**config.mk**
```make
export PLATFORM = sky130hd
export DESIGN_NAME = dhr_regs
export DESIGN_NICKNAME = d
export VERILOG_FILES = /design/src/rtl/dhr_chan.v /design/src/rtl/dhr_regs.v /design/src/rtl/dhr_sync.v
export VERILOG_INCLUDE_DIRS = /design/src /design/src/rtl
export SDC_FILE = /design/constraint.sdc
export NUM_CORES = 1
export LEC_CHECK = 0
export BUFFER_PORTS_ARGS = -buffer_cell sky130_fd_sc_hd__buf_2
export CORE_MARGIN = 3
export CORE_UTILIZATION = 38
export CTS_CLUSTER_SIZE = 40
export DETAILED_ROUTE_END_ITERATION = 16
export PLACE_DENSITY_LB_ADDON = 0.15
export SYNTH_ARGS = -nofsm -noshare
export SYNTH_HDL_FRONTEND = slang
export SYNTH_SLANG_ARGS = --single-unit
```
**constraint.sdc**
```tcl
create_clock -name clk_sys_in -period 2.4 [get_ports clk_sys_in]
set_clock_uncertainty 0.05 [all_clocks]
set_input_delay 0.6 -clock clk_sys_in [delete_from_list [all_inputs] [get_ports clk_sys_in]]
set_output_delay 0.6 -clock clk_sys_in [all_outputs]
set_load 0.03 [all_outputs]
```
**src/rtl/dhr_map.vh**
```
// Constants for the DAC data holding register front end.
// Assumes includers use word indexes from the APB address bits 7:2.
// Summary of operation
// - Right high nibble feeds holding bits 11:8
// - Right low byte feeds holding bits 7:0
// - Right low write commits full 12-bit value
// - Left high byte feeds holding bits 11:4
// - Left low bits 7:4 feed bits 3:0
// - Left low write commits full 12-bit value
// - Byte register feeds holding bits 11:4
// - Byte write keeps holding low nibble unchanged
// - Right high and output high upper bits zero
// - Dual right low write loads both channels
// - Dual left low write loads both channels
// - Dual byte write loads both upper bytes
// - Dual left low bits 7:4 are LSBs
// - Output high is read-only top nibble
// - Output low is read-only bottom byte
// - Second channel and dual registers are optional
// - Output follows holding one clock later, or trigger
// - Dual load moves both outputs together when neither trigger is enabled
`ifndef DHR_MAP_VH
`define DHR_MAP_VH

// Register indexes; byte address is four times the index
`define DHR_IDX_CH1_RH 6'h08
`define DHR_IDX_CH1_RL 6'h09
`define DHR_IDX_CH1_LH 6'h0c
`define DHR_IDX_CH1_LL 6'h0d
`define DHR_IDX_CH1_B 6'h10
`define DHR_IDX_CH2_RH 6'h14
`define DHR_IDX_CH2_RL 6'h15
`define DHR_IDX_CH2_LH 6'h18
`define DHR_IDX_CH2_LL 6'h19
`define DHR_IDX_CH2_B 6'h1c
`define DHR_IDX_D1_RH 6'h20
`define DHR_IDX_D1_RL 6'h21
`define DHR_IDX_D2_RH 6'h22
`define DHR_IDX_D2_RL 6'h23
`define DHR_IDX_D1_LH 6'h24
`define DHR_IDX_D1_LL 6'h25
`define DHR_IDX_D2_LH 6'h26
`define DHR_IDX_D2_LL 6'h27
`define DHR_IDX_D1_B 6'h28
`define DHR_IDX_D2_B 6'h29
`define DHR_IDX_CH1_OH 6'h2c
`define DHR_IDX_CH1_OL 6'h2d
`define DHR_IDX_CH2_OH 6'h30
`define DHR_IDX_CH2_OL 6'h31
`define DHR_IDX_CTRL 6'h34
`define DHR_IDX_SWTRIG 6'h35

// Field positions
`define DHR_BIT_TEN1 0
`define DHR_BIT_TEN2 1
`define DHR_BIT_SW1 0
`define DHR_BIT_SW2 1

// Reset values
`define DHR_RST_BYTE 8'h00
`define DHR_RST_NIB 4'h0
`define DHR_RST_CTRL 2'h0
`define DHR_RST_CODE 12'h000

`endif

```
**src/rtl/dhr_chan.v**
```verilog
// One converter channel: holding value and output code registers.
// Assumes loads and trigger are one-cycle pulses on clk_sys_in.
`timescale 1ns/10ps
module dhr_chan #(
    parameter W = 12
) (
    input wire clk_sys_in,
    input wire reset_n_in,
    input wire ld_full_in,
    input wire [W-1:0] full_in,
    input wire ld_hi_in,
    input wire [7:0] hi_in,
    input wire trig_en_in,
    input wire trig_in,
    output reg [W-1:0] hold_out,
    output reg [W-1:0] code_out
);
    // Holding value update; full load wins over byte load
    always @(posedge clk_sys_in or negedge reset_n_in) begin
        if (!reset_n_in) begin
            hold_out <= {W{1'b0}};
        end else if (ld_full_in) begin
            hold_out <= full_in;
        end else if (ld_hi_in) begin
            hold_out[W-1:W-8] <= hi_in;
        end
    end

    // Output code: follows holding one clock late, or on trigger
    // With the trigger enabled, a load in the trigger cycle waits
    always @(posedge clk_sys_in or negedge reset_n_in) begin
        if (!reset_n_in) begin
            code_out <= {W{1'b0}};
        end else if (!trig_en_in || trig_in) begin
            code_out <= hold_out;
        end
    end
endmodule

```
**src/rtl/dhr_regs.v**
```verilog
// Top of the DAC data holding register front end, APB slave.
// Assumes an APB3 master on clk_sys_in and asynchronous trigger pins.
`timescale 1ns/10ps
`include "dhr_map.vh"
module dhr_regs #(
    parameter HAS_CH2 = 1 // Second channel and dual registers built
) (
    input wire clk_sys_in,
    input wire reset_n_in,
    input wire psel_in,
    input wire penable_in,
    input wire pwrite_in,
    input wire [7:0] paddr_in,
    input wire [31:0] pwdata_in,
    input wire trig_ch1_in,
    input wire trig_ch2_in,
    output reg [31:0] prdata_out,
    output reg pready_out,
    output reg pslverr_out,
    output wire [11:0] ch1_code_out,
    output wire [11:0] ch2_code_out
);
    // Word index of the access
    wire [5:0] idx;
    // Access phase of an APB transfer
    wire acc;
    // Write committed at the edge where pready is sampled
    wire wr;
    // Low byte of write data
    wire [7:0] wd;
    // Address is a real register in this build
    reg mapped;
    // Read value for the addressed register
    reg [7:0] rd_val;

    // Channel 1 staged single registers
    reg [3:0] c1_rh_r;
    reg [7:0] c1_rl_r;
    reg [7:0] c1_lh_r;
    reg [3:0] c1_ll_r;
    reg [7:0] c1_b_r;
    // Channel 2 staged single registers
    reg [3:0] c2_rh_r;
    reg [7:0] c2_rl_r;
    reg [7:0] c2_lh_r;
    reg [3:0] c2_ll_r;
    reg [7:0] c2_b_r;
    // Dual-mode registers, one set per channel
    reg [3:0] d1_rh_r;
    reg [7:0] d1_rl_r;
    reg [3:0] d2_rh_r;
    reg [7:0] d2_rl_r;
    reg [7:0] d1_lh_r;
    reg [3:0] d1_ll_r;
    reg [7:0] d2_lh_r;
    reg [3:0] d2_ll_r;
    reg [7:0] d1_b_r;
    reg [7:0] d2_b_r;
    // Trigger enable bits, one per channel
    reg [1:0] trigger_enable_r;
    // Software trigger pulses, self clearing
    reg [1:0] swtrig_r;

    // Load requests toward the channels
    reg ld1_full;
    reg [11:0] full1;
    reg ld1_hi;
    reg [7:0] hi1;
    reg ld2_full;
    reg [11:0] full2;
    reg ld2_hi;
    reg [7:0] hi2;

    // Synchronised trigger pin edges
    wire pin1_rise;
    wire pin2_rise;
    // Channel holding values, visible for debug only
    wire [11:0] hold1;
    wire [11:0] hold2;

    assign idx = paddr_in[7:2];
    assign acc = psel_in & penable_in;
    assign wd = pwdata_in[7:0];
    assign wr = acc & pready_out & pwrite_in & mapped;

    // Address decode; second channel space only when built
    always @* begin
        case (idx)
            `DHR_IDX_CH1_RH, `DHR_IDX_CH1_RL,
            `DHR_IDX_CH1_LH, `DHR_IDX_CH1_LL,
            `DHR_IDX_CH1_B, `DHR_IDX_CH1_OH,
            `DHR_IDX_CH1_OL, `DHR_IDX_CTRL,
            `DHR_IDX_SWTRIG: begin
                mapped = 1'b1;
            end
            `DHR_IDX_CH2_RH, `DHR_IDX_CH2_RL,
            `DHR_IDX_CH2_LH, `DHR_IDX_CH2_LL,
            `DHR_IDX_CH2_B, `DHR_IDX_CH2_OH,
            `DHR_IDX_CH2_OL,
            `DHR_IDX_D1_RH, `DHR_IDX_D1_RL,
            `DHR_IDX_D2_RH, `DHR_IDX_D2_RL,
            `DHR_IDX_D1_LH, `DHR_IDX_D1_LL,
            `DHR_IDX_D2_LH, `DHR_IDX_D2_LL,
            `DHR_IDX_D1_B, `DHR_IDX_D2_B: begin
                mapped = (HAS_CH2 != 0);
            end
            default: begin
                mapped = 1'b0;
            end
        endcase
    end

    // Read mux; reserved bits read as zero
    always @* begin
        case (idx)
            `DHR_IDX_CH1_RH: begin
                rd_val = {4'h0, c1_rh_r};
            end
            `DHR_IDX_CH1_RL: begin
                rd_val = c1_rl_r;
            end
            `DHR_IDX_CH1_LH: begin
                rd_val = c1_lh_r;
            end
            `DHR_IDX_CH1_LL: begin
                rd_val = {c1_ll_r, 4'h0};
            end
            `DHR_IDX_CH1_B: begin
                rd_val = c1_b_r;
            end
            `DHR_IDX_CH2_RH: begin
                rd_val = {4'h0, c2_rh_r};
            end
            `DHR_IDX_CH2_RL: begin
                rd_val = c2_rl_r;
            end
            `DHR_IDX_CH2_LH: begin
                rd_val = c2_lh_r;
            end
            `DHR_IDX_CH2_LL: begin
                rd_val = {c2_ll_r, 4'h0};
            end
            `DHR_IDX_CH2_B: begin
                rd_val = c2_b_r;
            end
            `DHR_IDX_D1_RH: begin
                rd_val = {4'h0, d1_rh_r};
            end
            `DHR_IDX_D1_RL: begin
                rd_val = d1_rl_r;
            end
            `DHR_IDX_D2_RH: begin
                rd_val = {4'h0, d2_rh_r};
            end
            `DHR_IDX_D2_RL: begin
                rd_val = d2_rl_r;
            end
            `DHR_IDX_D1_LH: begin
                rd_val = d1_lh_r;
            end
            `DHR_IDX_D1_LL: begin
                rd_val = {d1_ll_r, 4'h0};
            end
            `DHR_IDX_D2_LH: begin
                rd_val = d2_lh_r;
            end
            `DHR_IDX_D2_LL: begin
                rd_val = {d2_ll_r, 4'h0};
            end
            `DHR_IDX_D1_B: begin
                rd_val = d1_b_r;
            end
            `DHR_IDX_D2_B: begin
                rd_val = d2_b_r;
            end
            `DHR_IDX_CH1_OH: begin
                rd_val = {4'h0, ch1_code_out[11:8]};
            end
            `DHR_IDX_CH1_OL: begin
                rd_val = ch1_code_out[7:0];
            end
            `DHR_IDX_CH2_OH: begin
                rd_val = {4'h0, ch2_code_out[11:8]};
            end
            `DHR_IDX_CH2_OL: begin
                rd_val = ch2_code_out[7:0];
            end
            `DHR_IDX_CTRL: begin
                rd_val = {6'h00, trigger_enable_r};
            end
            default: begin
                rd_val = 8'h00; // Trigger strobes and holes
            end
        endcase
    end

    // APB answer: one wait state, data and error latched with pready
    // The wait state lets the read mux settle off the address decode
    always @(posedge clk_sys_in or negedge reset_n_in) begin
        if (!reset_n_in) begin
            pready_out <= 1'b0;
            pslverr_out <= 1'b0;
            prdata_out <= 32'h0000_0000;
        end else begin
            pready_out <= acc & ~pready_out;
            pslverr_out <= acc & ~pready_out & ~mapped;
            if (acc && !pready_out) begin
                prdata_out <= {24'h00_0000, rd_val};
            end
        end
    end

    // Staging registers; high writes never touch the holding value
    always @(posedge clk_sys_in or negedge reset_n_in) begin
        if (!reset_n_in) begin
            c1_rh_r <= `DHR_RST_NIB;
            c1_rl_r <= `DHR_RST_BYTE;
            c1_lh_r <= `DHR_RST_BYTE;
            c1_ll_r <= `DHR_RST_NIB;
            c1_b_r <= `DHR_RST_BYTE;
            c2_rh_r <= `DHR_RST_NIB;
            c2_rl_r <= `DHR_RST_BYTE;
            c2_lh_r <= `DHR_RST_BYTE;
            c2_ll_r <= `DHR_RST_NIB;
            c2_b_r <= `DHR_RST_BYTE;
            d1_rh_r <= `DHR_RST_NIB;
            d1_rl_r <= `DHR_RST_BYTE;
            d2_rh_r <= `DHR_RST_NIB;
            d2_rl_r <= `DHR_RST_BYTE;
            d1_lh_r <= `DHR_RST_BYTE;
            d1_ll_r <= `DHR_RST_NIB;
            d2_lh_r <= `DHR_RST_BYTE;
            d2_ll_r <= `DHR_RST_NIB;
            d1_b_r <= `DHR_RST_BYTE;
            d2_b_r <= `DHR_RST_BYTE;
            trigger_enable_r <= `DHR_RST_CTRL;
        end else if (wr) begin
            case (idx)
                `DHR_IDX_CH1_RH: c1_rh_r <= wd[3:0];
                `DHR_IDX_CH1_RL: c1_rl_r <= wd;
                `DHR_IDX_CH1_LH: c1_lh_r <= wd;
                `DHR_IDX_CH1_LL: c1_ll_r <= wd[7:4];
                `DHR_IDX_CH1_B: c1_b_r <= wd;
                `DHR_IDX_CH2_RH: c2_rh_r <= wd[3:0];
                `DHR_IDX_CH2_RL: c2_rl_r <= wd;
                `DHR_IDX_CH2_LH: c2_lh_r <= wd;
                `DHR_IDX_CH2_LL: c2_ll_r <= wd[7:4];
                `DHR_IDX_CH2_B: c2_b_r <= wd;
                `DHR_IDX_D1_RH: d1_rh_r <= wd[3:0];
                `DHR_IDX_D1_RL: d1_rl_r <= wd;
                `DHR_IDX_D2_RH: d2_rh_r <= wd[3:0];
                `DHR_IDX_D2_RL: d2_rl_r <= wd;
                `DHR_IDX_D1_LH: d1_lh_r <= wd;
                `DHR_IDX_D1_LL: d1_ll_r <= wd[7:4];
                `DHR_IDX_D2_LH: d2_lh_r <= wd;
                `DHR_IDX_D2_LL: d2_ll_r <= wd[7:4];
                `DHR_IDX_D1_B: d1_b_r <= wd;
                `DHR_IDX_D2_B: d2_b_r <= wd;
                `DHR_IDX_CTRL: trigger_enable_r <= wd[1:0];
                default: begin
                    // Output and strobe registers store nothing here
                end
            endcase
        end
    end

    // Software trigger strobes last exactly one cycle
    always @(posedge clk_sys_in or negedge reset_n_in) begin
        if (!reset_n_in) begin
            swtrig_r <= 2'b00;
        end else if (wr && idx == `DHR_IDX_SWTRIG) begin
            swtrig_r <= wd[1:0];
        end else begin
            swtrig_r <= 2'b00;
        end
    end

    // Load requests from committing low-register and byte-register writes
    // Loads happen whatever the trigger enable; it only gates the output move
    always @* begin
        ld1_full = 1'b0;
        full1 = 12'h000;
        ld1_hi = 1'b0;
        hi1 = 8'h00;
        ld2_full = 1'b0;
        full2 = 12'h000;
        ld2_hi = 1'b0;
        hi2 = 8'h00;
        if (wr) begin
            case (idx)
                `DHR_IDX_CH1_RL: begin
                    ld1_full = 1'b1;
                    full1 = {c1_rh_r, wd};
                end
                `DHR_IDX_CH1_LL: begin
                    ld1_full = 1'b1;
                    full1 = {c1_lh_r, wd[7:4]};
                end
                `DHR_IDX_CH1_B: begin
                    ld1_hi = 1'b1;
                    hi1 = wd;
                end
                `DHR_IDX_CH2_RL: begin
                    ld2_full = 1'b1;
                    full2 = {c2_rh_r, wd};
                end
                `DHR_IDX_CH2_LL: begin
                    ld2_full = 1'b1;
                    full2 = {c2_lh_r, wd[7:4]};
                end
                `DHR_IDX_CH2_B: begin
                    ld2_hi = 1'b1;
                    hi2 = wd;
                end
                `DHR_IDX_D2_RL: begin
                    ld1_full = 1'b1;
                    full1 = {d1_rh_r, d1_rl_r};
                    ld2_full = 1'b1;
                    full2 = {d2_rh_r, wd};
                end
                `DHR_IDX_D2_LL: begin
                    ld1_full = 1'b1;
                    full1 = {d1_lh_r, d1_ll_r};
                    ld2_full = 1'b1;
                    full2 = {d2_lh_r, wd[7:4]};
                end
                `DHR_IDX_D2_B: begin
                    ld1_hi = 1'b1;
                    hi1 = d1_b_r;
                    ld2_hi = 1'b1;
                    hi2 = wd;
                end
                default: begin
                    // Staging and control writes load nothing
                end
            endcase
        end
    end

    // Trigger pins cross into the clock domain
    dhr_sync u_sync1 (
        .clk_sys_in(clk_sys_in),
        .reset_n_in(reset_n_in),
        .pin_in(trig_ch1_in),
        .rise_out(pin1_rise)
    );

    dhr_sync u_sync2 (
        .clk_sys_in(clk_sys_in),
        .reset_n_in(reset_n_in),
        .pin_in(trig_ch2_in),
        .rise_out(pin2_rise)
    );

    // Channel 1; both channels share one clock so dual moves line up
    dhr_chan #(.W(12)) u_ch1 (
        .clk_sys_in(clk_sys_in),
        .reset_n_in(reset_n_in),
        .ld_full_in(ld1_full),
        .full_in(full1),
        .ld_hi_in(ld1_hi),
        .hi_in(hi1),
        .trig_en_in(trigger_enable_r[`DHR_BIT_TEN1]),
        .trig_in(pin1_rise | swtrig_r[`DHR_BIT_SW1]),
        .hold_out(hold1),
        .code_out(ch1_code_out)
    );

    // Channel 2; loads are never raised when not built, so it stays at zero
    dhr_chan #(.W(12)) u_ch2 (
        .clk_sys_in(clk_sys_in),
        .reset_n_in(reset_n_in),
        .ld_full_in(ld2_full),
        .full_in(full2),
        .ld_hi_in(ld2_hi),
        .hi_in(hi2),
        .trig_en_in(trigger_enable_r[`DHR_BIT_TEN2]),
        .trig_in(pin2_rise | swtrig_r[`DHR_BIT_SW2]),
        .hold_out(hold2),
        .code_out(ch2_code_out)
    );
endmodule

```
**src/rtl/dhr_sync.v**
```verilog
// Two-stage synchroniser with rising-edge pulse for a trigger pin.
// Assumes the pin is asynchronous to clk_sys_in.
`timescale 1ns/10ps
module dhr_sync (
    input wire clk_sys_in,
    input wire reset_n_in,
    input wire pin_in,
    output reg rise_out
);
    reg meta_r; // First stage, read only by stage two
    reg stable_r; // Second stage, safe to use
    reg prev_r; // Delayed copy for edge detection

    // Synchronise and detect a rising edge
    always @(posedge clk_sys_in or negedge reset_n_in) begin
        if (!reset_n_in) begin
            meta_r <= 1'b0;
            stable_r <= 1'b0;
            prev_r <= 1'b0;
            rise_out <= 1'b0;
        end else begin
            meta_r <= pin_in;
            stable_r <= meta_r;
            prev_r <= stable_r;
            rise_out <= stable_r & ~prev_r;
        end
    end
endmodule

```
### Word-level counts from Yosys, hierarchy flattened

Memories as Yosys holds them, arrays and structs flattened.
Index checks and enable logic that the tools add are counted.

* equality and inequality tests: 26
* multiplexer cells: 22
* bitwise operators: 14
* reductions and logical operators: 34

Operator list (number)
* 8-bit one-hot mux with 25 select lines: 1
* 6-bit equality test (second input constant): 16
* 12-bit one-hot mux with 4 select lines: 2
* 8-bit two-way mux: 7
* 2-bit AND reduction: 21
* 6-bit by 5-bit equality test with 1-bit output (second input constant): 6
* 6-bit by 4-bit equality test with 1-bit output (second input constant): 4
* 12-bit two-way mux: 2
* 8-bit one-hot mux with 2 select lines: 1
* 1-bit AND: 8
* 1-bit two-way mux: 8
* 4-bit OR reduction: 2
* 1-bit NOT: 4
* 2-bit nonzero test: 2
* 2-bit OR reduction: 2
* 1-bit zero test: 3
* 1-bit logical AND: 2
* 1-bit logical OR: 2
* 2-bit two-way mux: 1
* 1-bit bitwise OR: 2

* register bits: 198
* bits in read-only memories: 64
* input bits: 47
* logic and storage cells: 136
* memories kept: 1

Memory list
* (no name shown): depth 64, bits a word 1, read ports 1, clocked after memory_dff 0, wr ports 0, RTL line dhr_regs.v:88 `case (idx)`

### Logic depth before layout (Yosys ltp)

* depth after elaboration: 7
* mapped depth: 8
* gate-level depth less buffers: 5

### Modules after synthesis

A second synthesis with hierarchy kept.

* cells, all modules: 850
* area, all modules: 10124.7 um^2

Modules (own cells, without submodules)
* dhr_regs: instances 1, cells an instance 702, area an instance 7860.0 um^2, sequential area each 3553.4 um^2
* dhr_chan: instances 2, cells an instance 69, area an instance 1018.5 um^2, sequential area each 600.6 um^2
* dhr_sync: instances 2, cells an instance 5, area an instance 113.9 um^2, sequential area each 100.1 um^2

### Worst setup path before layout

Ideal clock, no wire load.

* kind: input port to flip-flop
* from: input paddr_in[6]
* to: register u_ch2.hold_out[1]
* setup time: 0.125 ns
* arrival: 2.440 ns
* slack: -0.214 ns
* stages on the path: 8
* path buffers: 3
* cells stage by stage: buf_2 > or2_1 > a21o_1 > or3_1 > buf_4 > nor3_4 > buf_4 > mux2_2

* word-level cells in the longest chain between the ends: 4
* elaborated cells on any way between the ends: 11

RTL lines
* start, declared: RTL line dhr_regs.v:13 `input wire [7:0] paddr_in,`
* parallel branches: the longest is 4 deep, another holds memory 64 x 1 bit
* end signal, assigned: RTL line dhr_chan.v:21 `hold_out <= {W{1'b0}};`
* end signal, assigned: RTL line dhr_chan.v:23 `hold_out <= full_in;`
* end signal, assigned by index: RTL line dhr_chan.v:25 `hold_out[W-1:W-8] <= hi_in;`
* end, declared: RTL line dhr_chan.v:15 `output reg [W-1:0] hold_out,`

Several ways; the timed one is not identified.
A chain may end at the register's enable or synchronous reset.

### Worst setup path in the final report

* from: input paddr_in[5]
* to: register prdata_out[0]

* word-level cells in the longest chain between the ends: 2
* elaborated cells on any way between the ends: 26

RTL lines
* 6-bit equality test (tied with other cells): RTL line dhr_regs.v:115 `case (idx)`
* 8-bit one-hot mux with 25 select lines (*): RTL line dhr_regs.v:115
* end signal, assigned: RTL line dhr_regs.v:208 `prdata_out <= {24'h00_0000, rd_val};`
* end, declared: RTL line dhr_regs.v:17 `output reg [31:0] prdata_out,`

Mark *: on every way between the ends. The rest lies on a longest branch, timed or not.

==> run summary <==
status: finished clean
maxcap violations: 0
Ports: 105
main combinational cell family by area after synthesis: multiplexers
post-synthesis mux area share: 0.213
average vias per placed instance: 5.87
max-slew violation count: 0
number of routed nets with antenna violations: 0
Synth Flop Type: dfrtp_1
simple-gate share of the synthesized area: 0.105
Die H: 166 µm
TNS Setup: 0 ns
Starting Density: 0.393
clock latency on the worst-skew pair: 0.44 ns
RSZ-0062 raised after global routing: false
Synth cell types: 56
Layout Nets: 992
Leak: 5.97 nW
Worst setup EP type: flop
drt drc: 0
Die W: 166 µm
CTS clock-pin slew for the worst setup and hold paths: 0.07 ns
Crit path largest cell delay: 0.55 ns
Slew headroom: 0.570
final WL: 32,800 µm
Post-Syn Instances: 788
drt pass-1 iters: 6
vias in the first global route: 7,737
Setup Viol. Count Final: 0
Wirelength per Cell: 25.6 µm
postcts setup bufs: 0
CP required: 2.67 ns
detailed-route via count: 7,511
setup ws final: 0.0618 ns
DRT iter0 DRCs: 679
Worst EP arrival: 2.61 ns
Synth Area in XOR/XNOR: 0.000901
n_diodes: 0
share of cells above drive strength 1: 0.448
post-synthesis sequential area ratio: 0.510
Max FO, Critical Path: 12
HPWL Detailed: 24,400 µm
number of synthesized flops with an enable pin: 0
first-pass GRT wire length: 49,900 µm
Hold Crit Class: in2async
largest net degree at the start of global routing: 47
Slowest-stage cell, CP: a2111oi_0
GR Util All Layers: 0.237
async set-reset flop share out of synthesis: 1.00
FP Rows: 57
Place WS: -0.362 ns
H-tree levels: 4
hold buffers post-CTS: 0
CTS buffer count: 17
TritonCTS clock tree: done
Layout area overhead: 24.7%
Avg Cell Area, Syn: 12.3 µm²
crit-path cells: buf_2 -> buf_4 -> and4bb_1 -> buf_4 -> and3_1 -> a2111oi_0 -> buf_4 -> and3_1 -> a31oi_1
fin crit share: 0.974
total gr overflow: 0
minimum clock period: 2.34 ns
Synth Register Bits: 198
final hold viol count: 0
synth warn: 0
worst slew pin tran: 0.628 ns
Core Box Area: 24,700 µm²
CTS Buffer Depth: 2
CP most frequent cell: buf_4
critical path launch point type: primary input
# resized after CTS: 0
post-synthesis compound-gate area fraction: 0.124
die footprint: 27,500 µm²
fillers: 2,202
CTS root buf: clkbuf_16
CP Class: in2reg
Routability Congestion: 0.925
mapped cell area: 9720 µm²
Top Family by Delay on Critical Path: buffers and inverters
fmax: 428 MHz
CTS Sinks: 198
count of buffer and inverter cells on the critical path: 4
count of input and output buffers: 54
VDD IR max: 349 µV
Post-Synth Adder-Cell Area: 0
Cell Pwr Density: 555 nW/µm²
initial antenna violation count: 0
## layout make-up
cell class	count	area, µm²	share of cell area
Clock buffer	18	439	0.0362
Inverter	3	11.3	0.000929
Timing Repair Buffer	206	1670	0.138
Multi-Input combinational cell	519	4530	0.373
Tap cell	324	405	0.0334
Sequential cell	198	4950	0.409
Clock inverter	12	113	0.00929
## layout by cell type, fill, tap and decap left out, types with 4 or more instances in the layout
cell type / instances
a2111oi_0: 7
a21oi_1: 15
a221oi_1: 6
a222oi_1: 5
a22o_1: 17
a22oi_1: 72
a31oi_1: 8
a32oi_1: 9
and2_0: 4
and2_1: 16
and3_1: 40
and4_1: 4
buf_12: 20
buf_2: 53
buf_4: 132
clkbuf_16: 17
conb_1: 24
dfrtp_1: 198
inv_8: 4
mux2_1: 4
mux2_2: 144
mux2_4: 27
mux2i_1: 10
nand2_1: 14
nand2b_1: 4
nand3_1: 13
nor2_1: 12
nor2b_1: 8
nor3_2: 5
nor3_4: 5
## kinds of logic after synthesis
kind of cell / after synthesis
other: 1
AND/OR/NAND/NOR: 152
multiplexers: 185
flip-flops: 198
XOR/XNOR: 1
buffers and inverters: 94
AO/OA/AOI/OAI: 157
## cell usage after synthesis (6+ instances only)
master / instances / area share
a2111oi_0: 8 / 0.0072
a21oi_1: 15 / 0.0077
a221oi_1: 6 / 0.0054
a22o_1: 17 / 0.015
a22oi_1: 72 / 0.056
a31oi_1: 8 / 0.0051
a32oi_1: 9 / 0.0081
and2_1: 16 / 0.010
and3_1: 40 / 0.026
buf_2: 13 / 0.0067
buf_4: 26 / 0.020
clkbuf_1: 49 / 0.019
dfrtp_1: 198 / 0.51
mux2_1: 7 / 0.0081
mux2_2: 168 / 0.19
mux2i_1: 10 / 0.010
nand2_1: 14 / 0.0054
nand3_1: 13 / 0.0067
nor2_1: 12 / 0.0046
nor2b_1: 8 / 0.0051
## per-layer routing
layer  up-vias  part of all wire  global-route usage
met2       334              0.46               0.373
li1       3242                 -                   -
met3        46             0.067              0.0378
met5         -                 0                   0
met4         0             0.021              0.0590
met1      3889              0.45               0.346
## metrics by stage
step	cells	cell area [µm²]	hold slack, ns	utilization	total power, mW
after floorplan	811	9940	0.254	-	3.74
after global placement	1250	11600	0.283	0.467	4.01
after detailed placement	1250	11600	0.290	0.467	4.02
after CTS	1280	12100	0.0615	0.490	6.77
after global routing	1280	12100	0.0755	0.490	6.98
final	1280	12100	0.0636	0.490	6.73
## final timing paths
| check | end | start | cells after the start | slack (ns) |
|---|---|---|---|---|
| max in group asynchronous | d1_b_r[4] | reset_n_in | 2 | 1.53 |
| min in group clk_sys_in | u_sync2.meta_r | trig_ch2_in | 1 | 0.21 |
| worst min register to register | u_sync1.stable_r | u_sync1.meta_r | 0 | 0.30 |
| worst max-delay path | prdata_out[0] | paddr_in[5] | 9 | 0.06 |
| worst max register to register | u_ch2.hold_out[8] | pready_out | 7 | 0.26 |
| worst min-delay path | c1_ll_r[3] | reset_n_in | 1 | 0.06 |
## state kept, by name, summed over array words and instances (netlist names), 12 cells and up
signal	flops
u_ch1.code_out	12
u_ch1.hold_out	12
u_ch2.code_out	12
u_ch2.hold_out	12
## report_power, final
group,internal [mW],switching [mW]
logic,0.180,0.377
registers,3.37,0.0306
clock network,1.39,1.38
(Power assumes the default switching activity.)
